### config.mk
export PLATFORM = sky130hd
export DESIGN_NAME = sanc_txctl
export DESIGN_NICKNAME = d
export VERILOG_FILES = /design/src/rtl/sanc_pkg.sv /design/src/rtl/sanc_fifo.sv /design/src/rtl/sanc_txctl.sv
export SDC_FILE = /design/constraint.sdc
export NUM_CORES = 2
export LEC_CHECK = 0
export BUFFER_PORTS_ARGS = -buffer_cell sky130_fd_sc_hd__clkbuf_2
export CORE_MARGIN = 10
export CORE_UTILIZATION = 55
export DETAILED_ROUTE_END_ITERATION = 8
export PLACE_DENSITY_LB_ADDON = 0.2
export SLEW_MARGIN = 10
export SYNTH_ARGS = -nofsm -noshare
export SYNTH_HDL_FRONTEND = slang
export SYNTH_SLANG_ARGS = --single-unit
### constraint.sdc
create_clock -name core_clk -period 8.6 [get_ports core_clk]
set_clock_uncertainty 0.1 [all_clocks]
set_input_delay 0.86 -clock core_clk [delete_from_list [all_inputs] [get_ports core_clk]]
set_output_delay 0.86 -clock core_clk [all_outputs]
set_load 0.005 [all_outputs]
### src/rtl/sanc_pkg.sv
/*
 package for the serial ack/nak transmit control: reply codes, modes,
 timing constants and the carriers shared between the main file, the checker and the bench.
 assumes a 100 MHz core clock.
*/
package sanc_pkg;
   // reply codes from the host
   localparam logic [7:0] SANC_ACK_CODE = 8'h06;
   localparam logic [7:0] SANC_NAK_CODE = 8'h15;
   localparam logic [7:0] SANC_DC1_CODE = 8'h11;

   // clock rate and times in their own unit
   localparam longint SANC_CLK_HZ = 100000000;
   localparam longint SANC_T_100MS = 100;
   localparam longint SANC_T_500MS = 500;
   localparam longint SANC_T_1000MS = 1000;
   localparam longint SANC_T_20MS = 20;
   localparam longint SANC_T_50MS = 50;
   localparam longint SANC_MS_CYC = SANC_CLK_HZ / 1000;

   // cycle counts derived from the times
   localparam longint SANC_CYC_100MS = SANC_T_100MS * SANC_MS_CYC;
   localparam longint SANC_CYC_500MS = SANC_T_500MS * SANC_MS_CYC;
   localparam longint SANC_CYC_1000MS = SANC_T_1000MS * SANC_MS_CYC;
   localparam longint SANC_CYC_20MS = SANC_T_20MS * SANC_MS_CYC;
   localparam longint SANC_CYC_50MS = SANC_T_50MS * SANC_MS_CYC;

   // bit rate and framing defaults
   localparam int SANC_BAUD_DEF = 9600;
   localparam int SANC_FIFO_DEPTH = 8;
   localparam int SANC_MSG_MAX = 256;

   // timeout select and gap select encodings, reset values
   typedef enum logic [1:0] {
      SANC_TO_UNLIM = 2'b00,
      SANC_TO_100 = 2'b01,
      SANC_TO_500 = 2'b10,
      SANC_TO_1000 = 2'b11
   } sanc_tosel_t;

   typedef enum logic [1:0] {
      SANC_GAP_OFF = 2'b00,
      SANC_GAP_20 = 2'b01,
      SANC_GAP_50 = 2'b10,
      SANC_GAP_100 = 2'b11
   } sanc_gapsel_t;

   typedef enum logic [1:0] {
      SANC_HS_NONE = 2'b00,
      SANC_HS_ACK = 2'b01,
      SANC_HS_ACK_NR = 2'b10
   } sanc_hs_t;

   typedef enum logic [1:0] {
      SANC_PAR_NONE = 2'b00,
      SANC_PAR_EVEN = 2'b01,
      SANC_PAR_ODD = 2'b10
   } sanc_par_t;

   // serial settings that take effect together on save
   typedef struct packed {
      sanc_hs_t hs;
      sanc_tosel_t tosel;
      sanc_gapsel_t gap;
      sanc_par_t par;
      logic data7;
      logic stop2;
      logic [15:0] bit_div;
   } sanc_cfg_t;

   localparam logic [15:0] SANC_DIV_DEF = 16'(SANC_CLK_HZ / SANC_BAUD_DEF);
   localparam sanc_cfg_t SANC_CFG_RST = '{hs: SANC_HS_NONE, tosel: SANC_TO_1000,
      gap: SANC_GAP_OFF, par: SANC_PAR_NONE, data7: 1'b0, stop2: 1'b0,
      bit_div: SANC_DIV_DEF};

   // end-of-transfer report
   typedef struct packed {
      logic done;
      logic good;
      logic err;
   } sanc_result_t;
endpackage

### src/rtl/sanc_fifo.sv
/*
 small message fifo with registered read data.
 assumes one clock; write is refused while full, read waits while empty.
*/
`timescale 1ns/100ps
module sanc_fifo #(
   parameter int WIDTH = 8,
   parameter int DEPTH = 8
) (
   // clock and reset
   input wire logic core_clk,
   input wire logic reset_n,
   // filling side
   input wire logic [WIDTH-1:0] in_data,
   input wire logic in_valid,
   output logic in_ready,
   // draining side
   output logic [WIDTH-1:0] out_data,
   output logic out_valid,
   input wire logic out_ready
);
   localparam int AW = $clog2(DEPTH);

   typedef struct packed {
      logic [AW:0] wp;
      logic [AW:0] rp;
      logic [WIDTH-1:0] rdata;
      logic rvalid;
      logic rdy;
   } sanc_fifo_st_t;

   logic [WIDTH-1:0] mem_q [DEPTH];
   sanc_fifo_st_t st_q, st_d;
   logic full, empty, push, pop;

   ////////////////////////////////////////////////////////////////////////
   // flags: pointers differ only in the wrap bit when full
   function automatic logic is_full(input logic [AW:0] w, input logic [AW:0] r);
      return (w[AW] != r[AW]) && (w[AW-1:0] == r[AW-1:0]);
   endfunction

   assign full = is_full(st_q.wp, st_q.rp);
   assign empty = (st_q.wp == st_q.rp);
   assign push = in_valid && !full;
   // prefetch into the output register whenever it is free or being taken
   assign pop = !empty && (!st_q.rvalid || out_ready);
   assign in_ready = st_q.rdy; // registered copy of not-full
   assign out_data = st_q.rdata;
   assign out_valid = st_q.rvalid;

   always_comb begin
      st_d = st_q;
      if (push) begin
         st_d.wp = st_q.wp + 1'b1;
      end
      if (out_ready) begin
         st_d.rvalid = 1'b0;
      end
      if (pop) begin
         st_d.rdata = mem_q[st_q.rp[AW-1:0]];
         st_d.rvalid = 1'b1;
         st_d.rp = st_q.rp + 1'b1;
      end
      // ready kept as a register so the port is not decoded
      st_d.rdy = !is_full(st_d.wp, st_d.rp);
   end

   always_ff @(posedge core_clk or negedge reset_n) begin
      if (!reset_n) begin
         st_q <= '{wp: '0, rp: '0, rdata: '0, rvalid: 1'b0, rdy: 1'b1};
      end else begin
         st_q <= st_d;
      end
   end

   // storage has no reset: contents are guarded by the pointers
   always_ff @(posedge core_clk) begin
      if (push) begin
         mem_q[st_q.wp[AW-1:0]] <= in_data;
      end
   end
endmodule

### src/rtl/sanc_txctl.sv
/*
 serial transmit with ack/nak reply control: message store, character
 framing, inter-character gap, reply wait with timeout and resend.
 assumes a host byte receiver on the same clock delivering rx_byte pulses,
 and that rxd/settings pins are handled elsewhere; one message at a time.
 limitation: a message longer than MSG_MAX bytes wraps the store index and
 is garbled, so the source must keep within it. a save pulse seen while a
 transfer runs is ignored; the staged values wait for a later save.
*/
// Function
// ack modes: wait one reply byte after message
// ack byte ends transfer with good-read
// nak byte resends message, waits again
// dc1 byte ends transfer silently
// plain ack timeout raises error indication
// timeout unlimited, 100ms, 500ms, 1s default
// no-response mode: 100ms silence means good
// gap after each character: 0/20/50/100ms
// new settings apply only after save command
// parity bit gives odd or even ones
// programmable bit rate and character format
// other bytes ignored, timeout keeps running
// resend from first character, timer restarts
`timescale 1ns/100ps
module sanc_txctl
   import sanc_pkg::*;
#(
   parameter longint TO_100_CYC = sanc_pkg::SANC_CYC_100MS,
   parameter longint TO_500_CYC = sanc_pkg::SANC_CYC_500MS,
   parameter longint TO_1000_CYC = sanc_pkg::SANC_CYC_1000MS,
   parameter longint GAP_20_CYC = sanc_pkg::SANC_CYC_20MS,
   parameter longint GAP_50_CYC = sanc_pkg::SANC_CYC_50MS,
   parameter int MSG_MAX = sanc_pkg::SANC_MSG_MAX
) (
   // clock and reset
   input wire logic core_clk,
   input wire logic reset_n,
   // message input stream
   input wire logic [7:0] msg_data,
   input wire logic msg_valid,
   input wire logic msg_last,
   output logic msg_ready,
   // received host bytes, same clock
   input wire logic [7:0] rx_byte,
   input wire logic rx_valid,
   // pending settings and commands
   input wire sanc_pkg::sanc_cfg_t cfg_pending,
   input wire logic reply_timeout_unlimited_cmd,
   input wire logic reply_timeout_short_cmd,
   input wire logic reply_timeout_medium_cmd,
   input wire logic reply_timeout_long_cmd,
   input wire logic char_gap_off_cmd,
   input wire logic char_gap_small_cmd,
   input wire logic char_gap_mid_cmd,
   input wire logic char_gap_large_cmd,
   input wire logic save_settings_cmd,
   // serial line and results
   output logic txd,
   output logic busy,
   output sanc_pkg::sanc_result_t result,
   output sanc_pkg::sanc_cfg_t cfg_active
);
   import sanc_pkg::*;

   localparam int MW = $clog2(MSG_MAX);

   typedef enum logic [2:0] {
      ST_LOAD = 3'b000,
      ST_CHAR = 3'b001,
      ST_BIT = 3'b010,
      ST_GAP = 3'b011,
      ST_WAIT = 3'b100,
      ST_FETCH = 3'b101
   } sanc_st_e_t;

   // all state but the message store and its read register in one struct: one copy built below, registered in one place
   typedef struct packed {
      sanc_st_e_t st;
      sanc_cfg_t act;
      sanc_tosel_t to_shadow;
      sanc_gapsel_t gap_shadow;
      logic [MW-1:0] len;
      logic [MW-1:0] idx;
      logic [11:0] shreg;
      logic [3:0] nbits;
      logic [15:0] bcnt;
      logic [31:0] tcnt;
      logic txd;
      logic wr_ok;
      sanc_result_t res;
      logic busy;
   } sanc_state_t;

   localparam sanc_state_t ST_RST = '{st: ST_LOAD, act: SANC_CFG_RST,
      to_shadow: SANC_TO_1000, gap_shadow: SANC_GAP_OFF, len: '0, idx: '0,
      shreg: '0, nbits: '0, bcnt: '0, tcnt: '0, txd: 1'b1, wr_ok: 1'b0, res: '0,
      busy: 1'b0};

   sanc_state_t s_q, s_d;
   logic [7:0] msg_mem [MSG_MAX];
   logic [7:0] rd_q;
   logic [7:0] f_data;
   logic f_valid, f_last_q, f_ready;

   ////////////////////////////////////////////////////////////////////////
   // helpers
   // limits are cycle counts; the unlimited choice leaves the timer frozen in plain ack mode
   function automatic logic [31:0] to_limit(input sanc_tosel_t sel, input sanc_hs_t hs);
      if (hs == SANC_HS_ACK_NR) begin
         to_limit = 32'(TO_100_CYC);
      end else begin
         case (sel)
            SANC_TO_100: to_limit = 32'(TO_100_CYC);
            SANC_TO_500: to_limit = 32'(TO_500_CYC);
            SANC_TO_1000: to_limit = 32'(TO_1000_CYC);
            default: to_limit = '0;
         endcase
      end
   endfunction

   function automatic logic [31:0] gap_limit(input sanc_gapsel_t sel);
      case (sel)
         SANC_GAP_20: gap_limit = 32'(GAP_20_CYC);
         SANC_GAP_50: gap_limit = 32'(GAP_50_CYC);
         SANC_GAP_100: gap_limit = 32'(TO_100_CYC);
         default: gap_limit = '0;
      endcase
   endfunction

   // frame: start, data lsb first, optional parity, stops; shifted out lsb first
   function automatic logic [11:0] frame(input logic [7:0] d, input sanc_cfg_t c);
      logic [7:0] dm;
      logic p;
      dm = c.data7 ? {1'b0, d[6:0]} : d;
      p = ^dm ^ (c.par == SANC_PAR_ODD);
      frame = '1;
      if (c.data7) begin
         frame[7:0] = {dm[6:0], 1'b0};
         if (c.par != SANC_PAR_NONE) frame[8] = p;
      end else begin
         frame[8:0] = {dm, 1'b0};
         if (c.par != SANC_PAR_NONE) frame[9] = p;
      end
   endfunction

   function automatic logic [3:0] frame_len(input sanc_cfg_t c);
      frame_len = 4'd10 - {3'd0, c.data7} + {3'd0, c.par != SANC_PAR_NONE}
         + {3'd0, c.stop2};
   endfunction

   ////////////////////////////////////////////////////////////////////////
   // message buffer in front of the store; its ready stalls the source
   sanc_fifo #(.WIDTH(9), .DEPTH(SANC_FIFO_DEPTH)) u_fifo (
      .core_clk(core_clk),
      .reset_n(reset_n),
      .in_data({msg_last, msg_data}),
      .in_valid(msg_valid),
      .in_ready(msg_ready),
      .out_data({f_last_q, f_data}),
      .out_valid(f_valid),
      .out_ready(f_ready)
   );
   assign f_ready = (s_q.st == ST_LOAD);

   ////////////////////////////////////////////////////////////////////////
   // next state
   always_comb begin
      s_d = s_q;
      s_d.wr_ok = 1'b0;
      s_d.res = '0;
      // staged settings, committed together on save
      if (reply_timeout_unlimited_cmd) s_d.to_shadow = SANC_TO_UNLIM;
      if (reply_timeout_short_cmd) s_d.to_shadow = SANC_TO_100;
      if (reply_timeout_medium_cmd) s_d.to_shadow = SANC_TO_500;
      if (reply_timeout_long_cmd) s_d.to_shadow = SANC_TO_1000;
      if (char_gap_off_cmd) s_d.gap_shadow = SANC_GAP_OFF;
      if (char_gap_small_cmd) s_d.gap_shadow = SANC_GAP_20;
      if (char_gap_mid_cmd) s_d.gap_shadow = SANC_GAP_50;
      if (char_gap_large_cmd) s_d.gap_shadow = SANC_GAP_100;
      // applied only between messages so framing never changes mid-transfer
      if (save_settings_cmd && s_q.st == ST_LOAD) begin
         s_d.act = cfg_pending;
         s_d.act.tosel = s_q.to_shadow;
         s_d.act.gap = s_q.gap_shadow;
      end
      case (s_q.st)
         ST_LOAD: begin
            // fill the store; idx ends on the last byte, which becomes len
            if (f_valid) begin
               s_d.wr_ok = 1'b1;
               if (f_last_q) begin
                  s_d.len = s_q.idx;
                  s_d.idx = '0;
                  s_d.st = ST_FETCH;
               end else begin
                  s_d.idx = s_q.idx + 1'b1;
               end
            end
         end
         ST_FETCH: begin
            // one cycle for the store's registered read of the new idx
            s_d.st = ST_CHAR;
         end
         ST_CHAR: begin
            // rd_q holds msg_mem[idx] one cycle after idx settles
            s_d.shreg = frame(rd_q, s_q.act);
            s_d.nbits = frame_len(s_q.act);
            s_d.bcnt = s_q.act.bit_div;
            s_d.st = ST_BIT;
         end
         ST_BIT: begin
            // line bit lags the shift register by one register stage
            s_d.txd = s_q.shreg[0];
            if (s_q.bcnt > 16'd1) begin
               s_d.bcnt = s_q.bcnt - 1'b1;
            end else begin
               s_d.bcnt = s_q.act.bit_div;
               s_d.shreg = {1'b1, s_q.shreg[11:1]};
               s_d.nbits = s_q.nbits - 1'b1;
               if (s_q.nbits == 4'd1) begin
                  s_d.tcnt = gap_limit(s_q.act.gap);
                  s_d.st = ST_GAP;
               end
            end
         end
         ST_GAP: begin
            // gap also follows the last character, before the reply wait
            s_d.txd = 1'b1;
            if (s_q.tcnt != '0) begin
               s_d.tcnt = s_q.tcnt - 1'b1;
            end else if (s_q.idx == s_q.len) begin
               s_d.tcnt = to_limit(s_q.act.tosel, s_q.act.hs);
               s_d.st = (s_q.act.hs == SANC_HS_NONE) ? ST_LOAD : ST_WAIT;
               s_d.idx = '0;
               s_d.res.done = (s_q.act.hs == SANC_HS_NONE);
            end else begin
               s_d.idx = s_q.idx + 1'b1;
               s_d.st = ST_FETCH;
            end
         end
         ST_WAIT: begin
            // a reply beats a timeout that ends in the same cycle
            if (rx_valid && rx_byte == SANC_ACK_CODE) begin
               s_d.res = '{done: 1'b1, good: 1'b1, err: 1'b0};
               s_d.st = ST_LOAD;
            end else if (rx_valid && rx_byte == SANC_DC1_CODE) begin
               s_d.res = '{done: 1'b1, good: 1'b0, err: 1'b0};
               s_d.st = ST_LOAD;
            end else if (rx_valid && rx_byte == SANC_NAK_CODE) begin
               // timer is reloaded when the resent message's last gap ends
               s_d.idx = '0;
               s_d.st = ST_FETCH;
            end else if (s_q.act.tosel == SANC_TO_UNLIM && s_q.act.hs == SANC_HS_ACK) begin
               s_d.tcnt = s_q.tcnt;
            end else if (s_q.tcnt > 32'd1) begin
               s_d.tcnt = s_q.tcnt - 1'b1;
            end else begin
               s_d.st = ST_LOAD;
               s_d.res.done = 1'b1;
               s_d.res.good = (s_q.act.hs == SANC_HS_ACK_NR);
               s_d.res.err = (s_q.act.hs == SANC_HS_ACK);
            end
         end
         default: s_d.st = ST_LOAD;
      endcase
      // busy from the next state so the port is a plain register bit
      s_d.busy = (s_d.st != ST_LOAD);
   end

   ////////////////////////////////////////////////////////////////////////
   // state register
   // reset values are constants only; the whole struct loads at once
   always_ff @(posedge core_clk or negedge reset_n) begin
      if (!reset_n) begin
         s_q <= ST_RST;
      end else begin
         s_q <= s_d;
      end
   end

   // message store with registered read, so a nak can replay it
   always_ff @(posedge core_clk) begin
      if (f_ready && f_valid) begin
         msg_mem[s_q.idx] <= f_data;
      end
      rd_q <= msg_mem[s_q.idx];
   end

   // ports come straight from state register bits
   assign txd = s_q.txd;
   assign busy = s_q.busy;
   assign result = s_q.res;
   assign cfg_active = s_q.act;
endmodule

# Word-level counts from Yosys, hierarchy flattened
# Memories as Yosys holds them, arrays and structs flattened. A register that Yosys moved wholly into a read port is not among the register bits.
# Index checks and enable logic that the tools add are counted.
# word_totals
inputBits	56
regBits	137
output_inout_bits	32
ram_bits	2120
memories	2
# classes
n_addsub	9
n_eq_ne	35
magnitude_cmp	2
n_bitwise	1
muxes	66
reduce_logical	33
# memory_table
memory	words	word_bits	read_ports	rd_clocked_by_memory_dff	write_ports	line	text
msg_mem	256	8	1	1	1	sanc_txctl.sv:100	logic [7:0] msg_mem [MSG_MAX];
u_fifo.mem_q	8	9	1	0	1	sanc_fifo.sv:32	logic [WIDTH-1:0] mem_q [DEPTH];
# ops
cell	n
32-bit two-way mux	9
32-bit case mux with 3 select lines	1
27-bit case mux with 3 select lines	1
24-bit case mux with 3 select lines	1
8-bit two-way mux	8
32-bit case mux with 2 select lines	1
3-bit two-way mux	17
32-bit by 1-bit > comparator with 1-bit output (second input constant)	1
16-bit two-way mux	2
32-bit nonzero test	1
32-bit by 1-bit subtractor with 32-bit output (second input constant)	1
27-bit two-way mux	1
8-bit case mux with 3 select lines	1
2-bit two-way mux	9
2-bit != test (second input constant)	9
3-bit case mux with 6 select lines	1
8-bit by 5-bit equality test with 1-bit output (second input constant)	2
16-bit by 1-bit > comparator with 1-bit output (second input constant)	1
16-bit by 1-bit subtractor with 16-bit output (second input constant)	1
14-bit two-way mux	1
2-bit equality test (second input constant)	6
1-bit logical AND	10
1-bit two-way mux	9
9-bit two-way mux	1
32 further kinds	51

# Depth between registers and ports, before layout
# depth
ltp_word	8
ltp_mapped	14

# Cells and area by module
# From an unflattened synthesis, not the netlist that was laid out.
# unflattened
cells_unflattened	4519
area_unflattened_um2	90241.5
# modules_own_cells
mod	cells_per_inst	area_per_inst_um2	instances
sanc_txctl	4320	86541.8	1
sanc_fifo	199	3699.8	1

# Worst setup path after synthesis
# No wires, ideal clock.
# synth_path
kind	register to register
startpoint	register u_fifo.st_q, in the netlist u_fifo.out_data[0]
endpoint	memory msg_mem[0][0], data pin
setup_time_ns	0.804
path_stages_with_launch	1
setup_slack_ns	4.513
path_buffers	0
t_arrival_ns	3.183
cell_sequence	dfrtp_1
# synth_lines
element	line	text
start: declaration	sanc_fifo.sv:33	sanc_fifo_st_t st_q, st_d;
start signal: assignment	sanc_fifo.sv:70	st_q <= '{wp: '0, rp: '0, rdata: '0, rvalid: 1'b0, rdy: 1'b1};
start signal: assignment	sanc_fifo.sv:72	st_q <= st_d;
end: declaration	sanc_txctl.sv:100	
# No word-level cell before the write port.

==> impl_metrics.yaml <==
run_status:
  status: "complete, no violations"
place:
  place_inst: 6654
  buffer_ports.inserted: 83
  gp_congestion: 0.8967
  dp.final_hpwl_mm: 138.6
die:
  io_pins: 88
  die_width_um: 423.9
  die_area_um2: 179700
  rows: 148
  die_h_um: 423.9
  start_util_pct: 55.26
  core_um2: 162400
clocking:
  clockRootBuffer: "clkbuf_16"
  ctsResizeCount: 0
  clock_path_buffers: 3
  cts_tree: "yes"
  cts.clk_slew.worst_paths_ps: 60
  postCtsSetupBuffers: 0
  htreeDepth: 4
  ctsHoldBuffers: 1
  cts_buffers: 218
  insertion_delay_ps: 850
  cts.sinks: 2265
flow_run:
  drv_cap: 0
detailed_routing:
  ant_nets: 0
  finalWirelength_mm: 229.8
  via_per_inst: 6.600
  drc_errors: 0
  vias: 46563
  wire_per_inst_um: 32.58
  drtPass1Iterations: 7
  drt_iter0_drc: 6350
synthesis:
  synth_top_cell_by_area: "edfxtp_1"
  synth_top_cell_area_share_pct: 70.94
  yosys-top-cells-area: "edfxtp_1 71%, mux4_2 14%, dfrtp_1 3.5%"
  syn_inst: 4598
  postSynth.asyncResetShare_pct: 6.049
  synth_cell_type_count: 79
  ys.flop_type: "edfxtp_1"
  ys_ff_latch: 2265
  syn_avg_cell_area_um2: 19.52
  synth_edf_count: 2120
  syn_area_um2: 89740
  synthesis.nets: 4679
  ys_warn_count: 0
  ys_seq_area_share_pct: 74.95
timing:
  max_freq_ghz: 0.2194
  setup_violations: 0
  timing.final.max_slew_violations: 0
  hold_violations: 0
  tightest_slew_ps: 1245
  relSlewSlack_pct: 16.80
  grt_setup_unrepaired: "false"
  tns_ps: 0
  period_minus_slack_ps: 4558
  timing.final.crit_share_pct: 53.00
worst_hold_path:
  hold_path.class: "input port to flip-flop"
global_routing:
  grt_max_degree: 193
  grt_usage_pct: 25.50
  grt_pass1_wl_mm: 333.1
  antenna_found_initial: 5
  grt_overflow: 0
  grt_pass1_vias: 45939
pwr:
  ir_worst_vdd_uv: 252.9
  p_leak_nw: 31.55
  power.density_nw_per_um2: 314.1
setup_path:
  critPathCaptureType: "flip-flop"
  cp_max_fo: 33
  cp_data_required_time_ps: 9320
  critical_path_class: "flip-flop to flip-flop"
  cp.arrival_ps: 5280
  cp-start-kind: "flip-flop"
layout:
  layout.nets: 4781
  syn_to_final_growth_pct: 10.92
  final_cell_count_no_fill: 7055
  final_cell_mix: "2120 x edfxtp_1, 552 x mux4_2, 368 x nor2_1, 219 x clkbuf_16, 201 x nand2_1"
  nFillCells: 11408
  final_common_cell: "edfxtp_1"
  layout-drive-gt1-share_pct: 23.13
[logic make-up after synthesis]
kind of cell               share of synthesized area, %
AOI/OAI and AO/OA                                 3.120
adders and majority gates                        0.3486
xor gates and xnor gates                         0.3569
and+or+nand+nor                                   4.396
DFF                                               74.95
muxes                                             15.21
buffers and inverters                             1.619
[worst paths after layout]
kind | startpoint | end | slack, ps | depth (start not counted)
max | s_q[77]$_DFFE_PN0P_ | rd_q[6]$_DFF_P_ | 4040 | 8
min | reply_timeout_medium_cmd | s_q[88]$_DFFE_PN1P_ | 90 | 2
max reg2reg | s_q[77]$_DFFE_PN0P_ | rd_q[6]$_DFF_P_ | 4040 | 8
min reg2reg | s_q[69]$_DFFE_PN0P_ | s_q[69]$_DFFE_PN0P_ | 370 | 1
max in group asynchronous | reset_n | u_fifo.out_data[0]$_DFFE_PN0P_ | 6390 | 3
min in group asynchronous | reset_n | s_q[12]$_DFFE_PN0P_ | 510 | 2
[layout make-up]
| class | instances | area [µm²] | share of cell area (%) |
|---|---|---|---|
| multi-input cells | 2002 | 21120 | 21.22 |
| inverters | 32 | 127.6 | 0.1282 |
| flip-flops and latches | 2265 | 67310 | 67.62 |
| clock inverters | 107 | 1065 | 1.070 |
| diodes | 3 | 7.507 | 0.007542 |
| repair buffers | 181 | 1285 | 1.291 |
| well taps | 2175 | 2721 | 2.734 |
| clock buffers | 290 | 5907 | 5.934 |
[per-stage QoR]
step | power, W | hold WS (ps) | utilization, % | instance area [µm²] | worst slack (ps)
floorplan | 0.01960 | 334.6 | - | 89740 | 4513
global placement | 0.02194 | 349.8 | 56.99 | 92550 | 4046
detailed placement | 0.02213 | 356.1 | 56.99 | 92550 | 4071
CTS | 0.03138 | 30.25 | 61.29 | 99530 | 4054
global route | 0.03235 | 53.12 | 61.29 | 99540 | 3863
finish | 0.03127 | 89.08 | 61.29 | 99540 | 4042
[critical path, stage by stage, from the launching register on]
cell and delay, ps:
dfrtp_1 380, buf_4 490, nor2b_1 790, nand2_1 750
a2111oi_1 1240, o21ai_0 210, and3_1 240, nand4_1 170
or3_1 140
[metal layers]
metal | up-vias | share of wire [%] | GRT usage [%]
met1 | 24598 | 39 | 36.32
met3 | 451 | 10 | 6.151
met4 | 8 | 4.5 | 10.44
met2 | 2515 | 46 | 38.19
li1 | 18991 | - | -
met5 | - | 0.025 | 0
[cells in the mapped netlist, types with 7 or more instances]
| master | number |
|---|---|
| edfxtp_1 | 2120 |
| mux4_2 | 552 |
| nor2_1 | 370 |
| nand2_1 | 201 |
| clkbuf_1 | 163 |
| dfrtp_1 | 126 |
| o21ai_0 | 95 |
| mux2i_1 | 81 |
| a22oi_1 | 68 |
| a21oi_1 | 65 |
| buf_2 | 62 |
| nor3_1 | 54 |
| nand3_1 | 42 |
| buf_1 | 38 |
| mux2_2 | 36 |
| buf_4 | 35 |
| inv_1 | 31 |
| nand2b_1 | 29 |
| a31oi_1 | 25 |
| ha_1 | 25 |
| nor4_1 | 25 |
| nor2b_1 | 24 |
| a211oi_1 | 22 |
| xor2_1 | 19 |
| and3_1 | 18 |
| a22o_1 | 16 |
| nand4_1 | 16 |
| o22ai_1 | 16 |
| o31ai_1 | 16 |
| xnor2_1 | 15 |
| or3_1 | 14 |
| and2_1 | 13 |
| or4_1 | 13 |
| a2111oi_0 | 11 |
| dfstp_2 | 11 |
| dfxtp_1 | 8 |
| o32ai_1 | 8 |
| o211ai_1 | 7 |
[where the power goes]
| group | internal [W] | total, W | switching [W] |
|---|---|---|---|
| Combinational | 0.00266 | 0.00719 | 0.00452 |
| Clock | 0.00525 | 0.00936 | 0.00411 |
| Sequential | 0.0139 | 0.0147 | 0.000816 |
| Total | 0.0218 | 0.0313 | 0.00945 |
[state kept, by name, summed over array words and instances, names as in the netlist]
signal and flops:
busy 1, u_fifo.out_valid 1, cfg_active 26, u_fifo.mem_q 72
rd_q 8, result 3, msg_mem 2048, u_fifo.in_ready 1
txd 1, s_q 87, u_fifo.st_q 8, u_fifo.out_data 9
(Power assumes the default switching activity.)
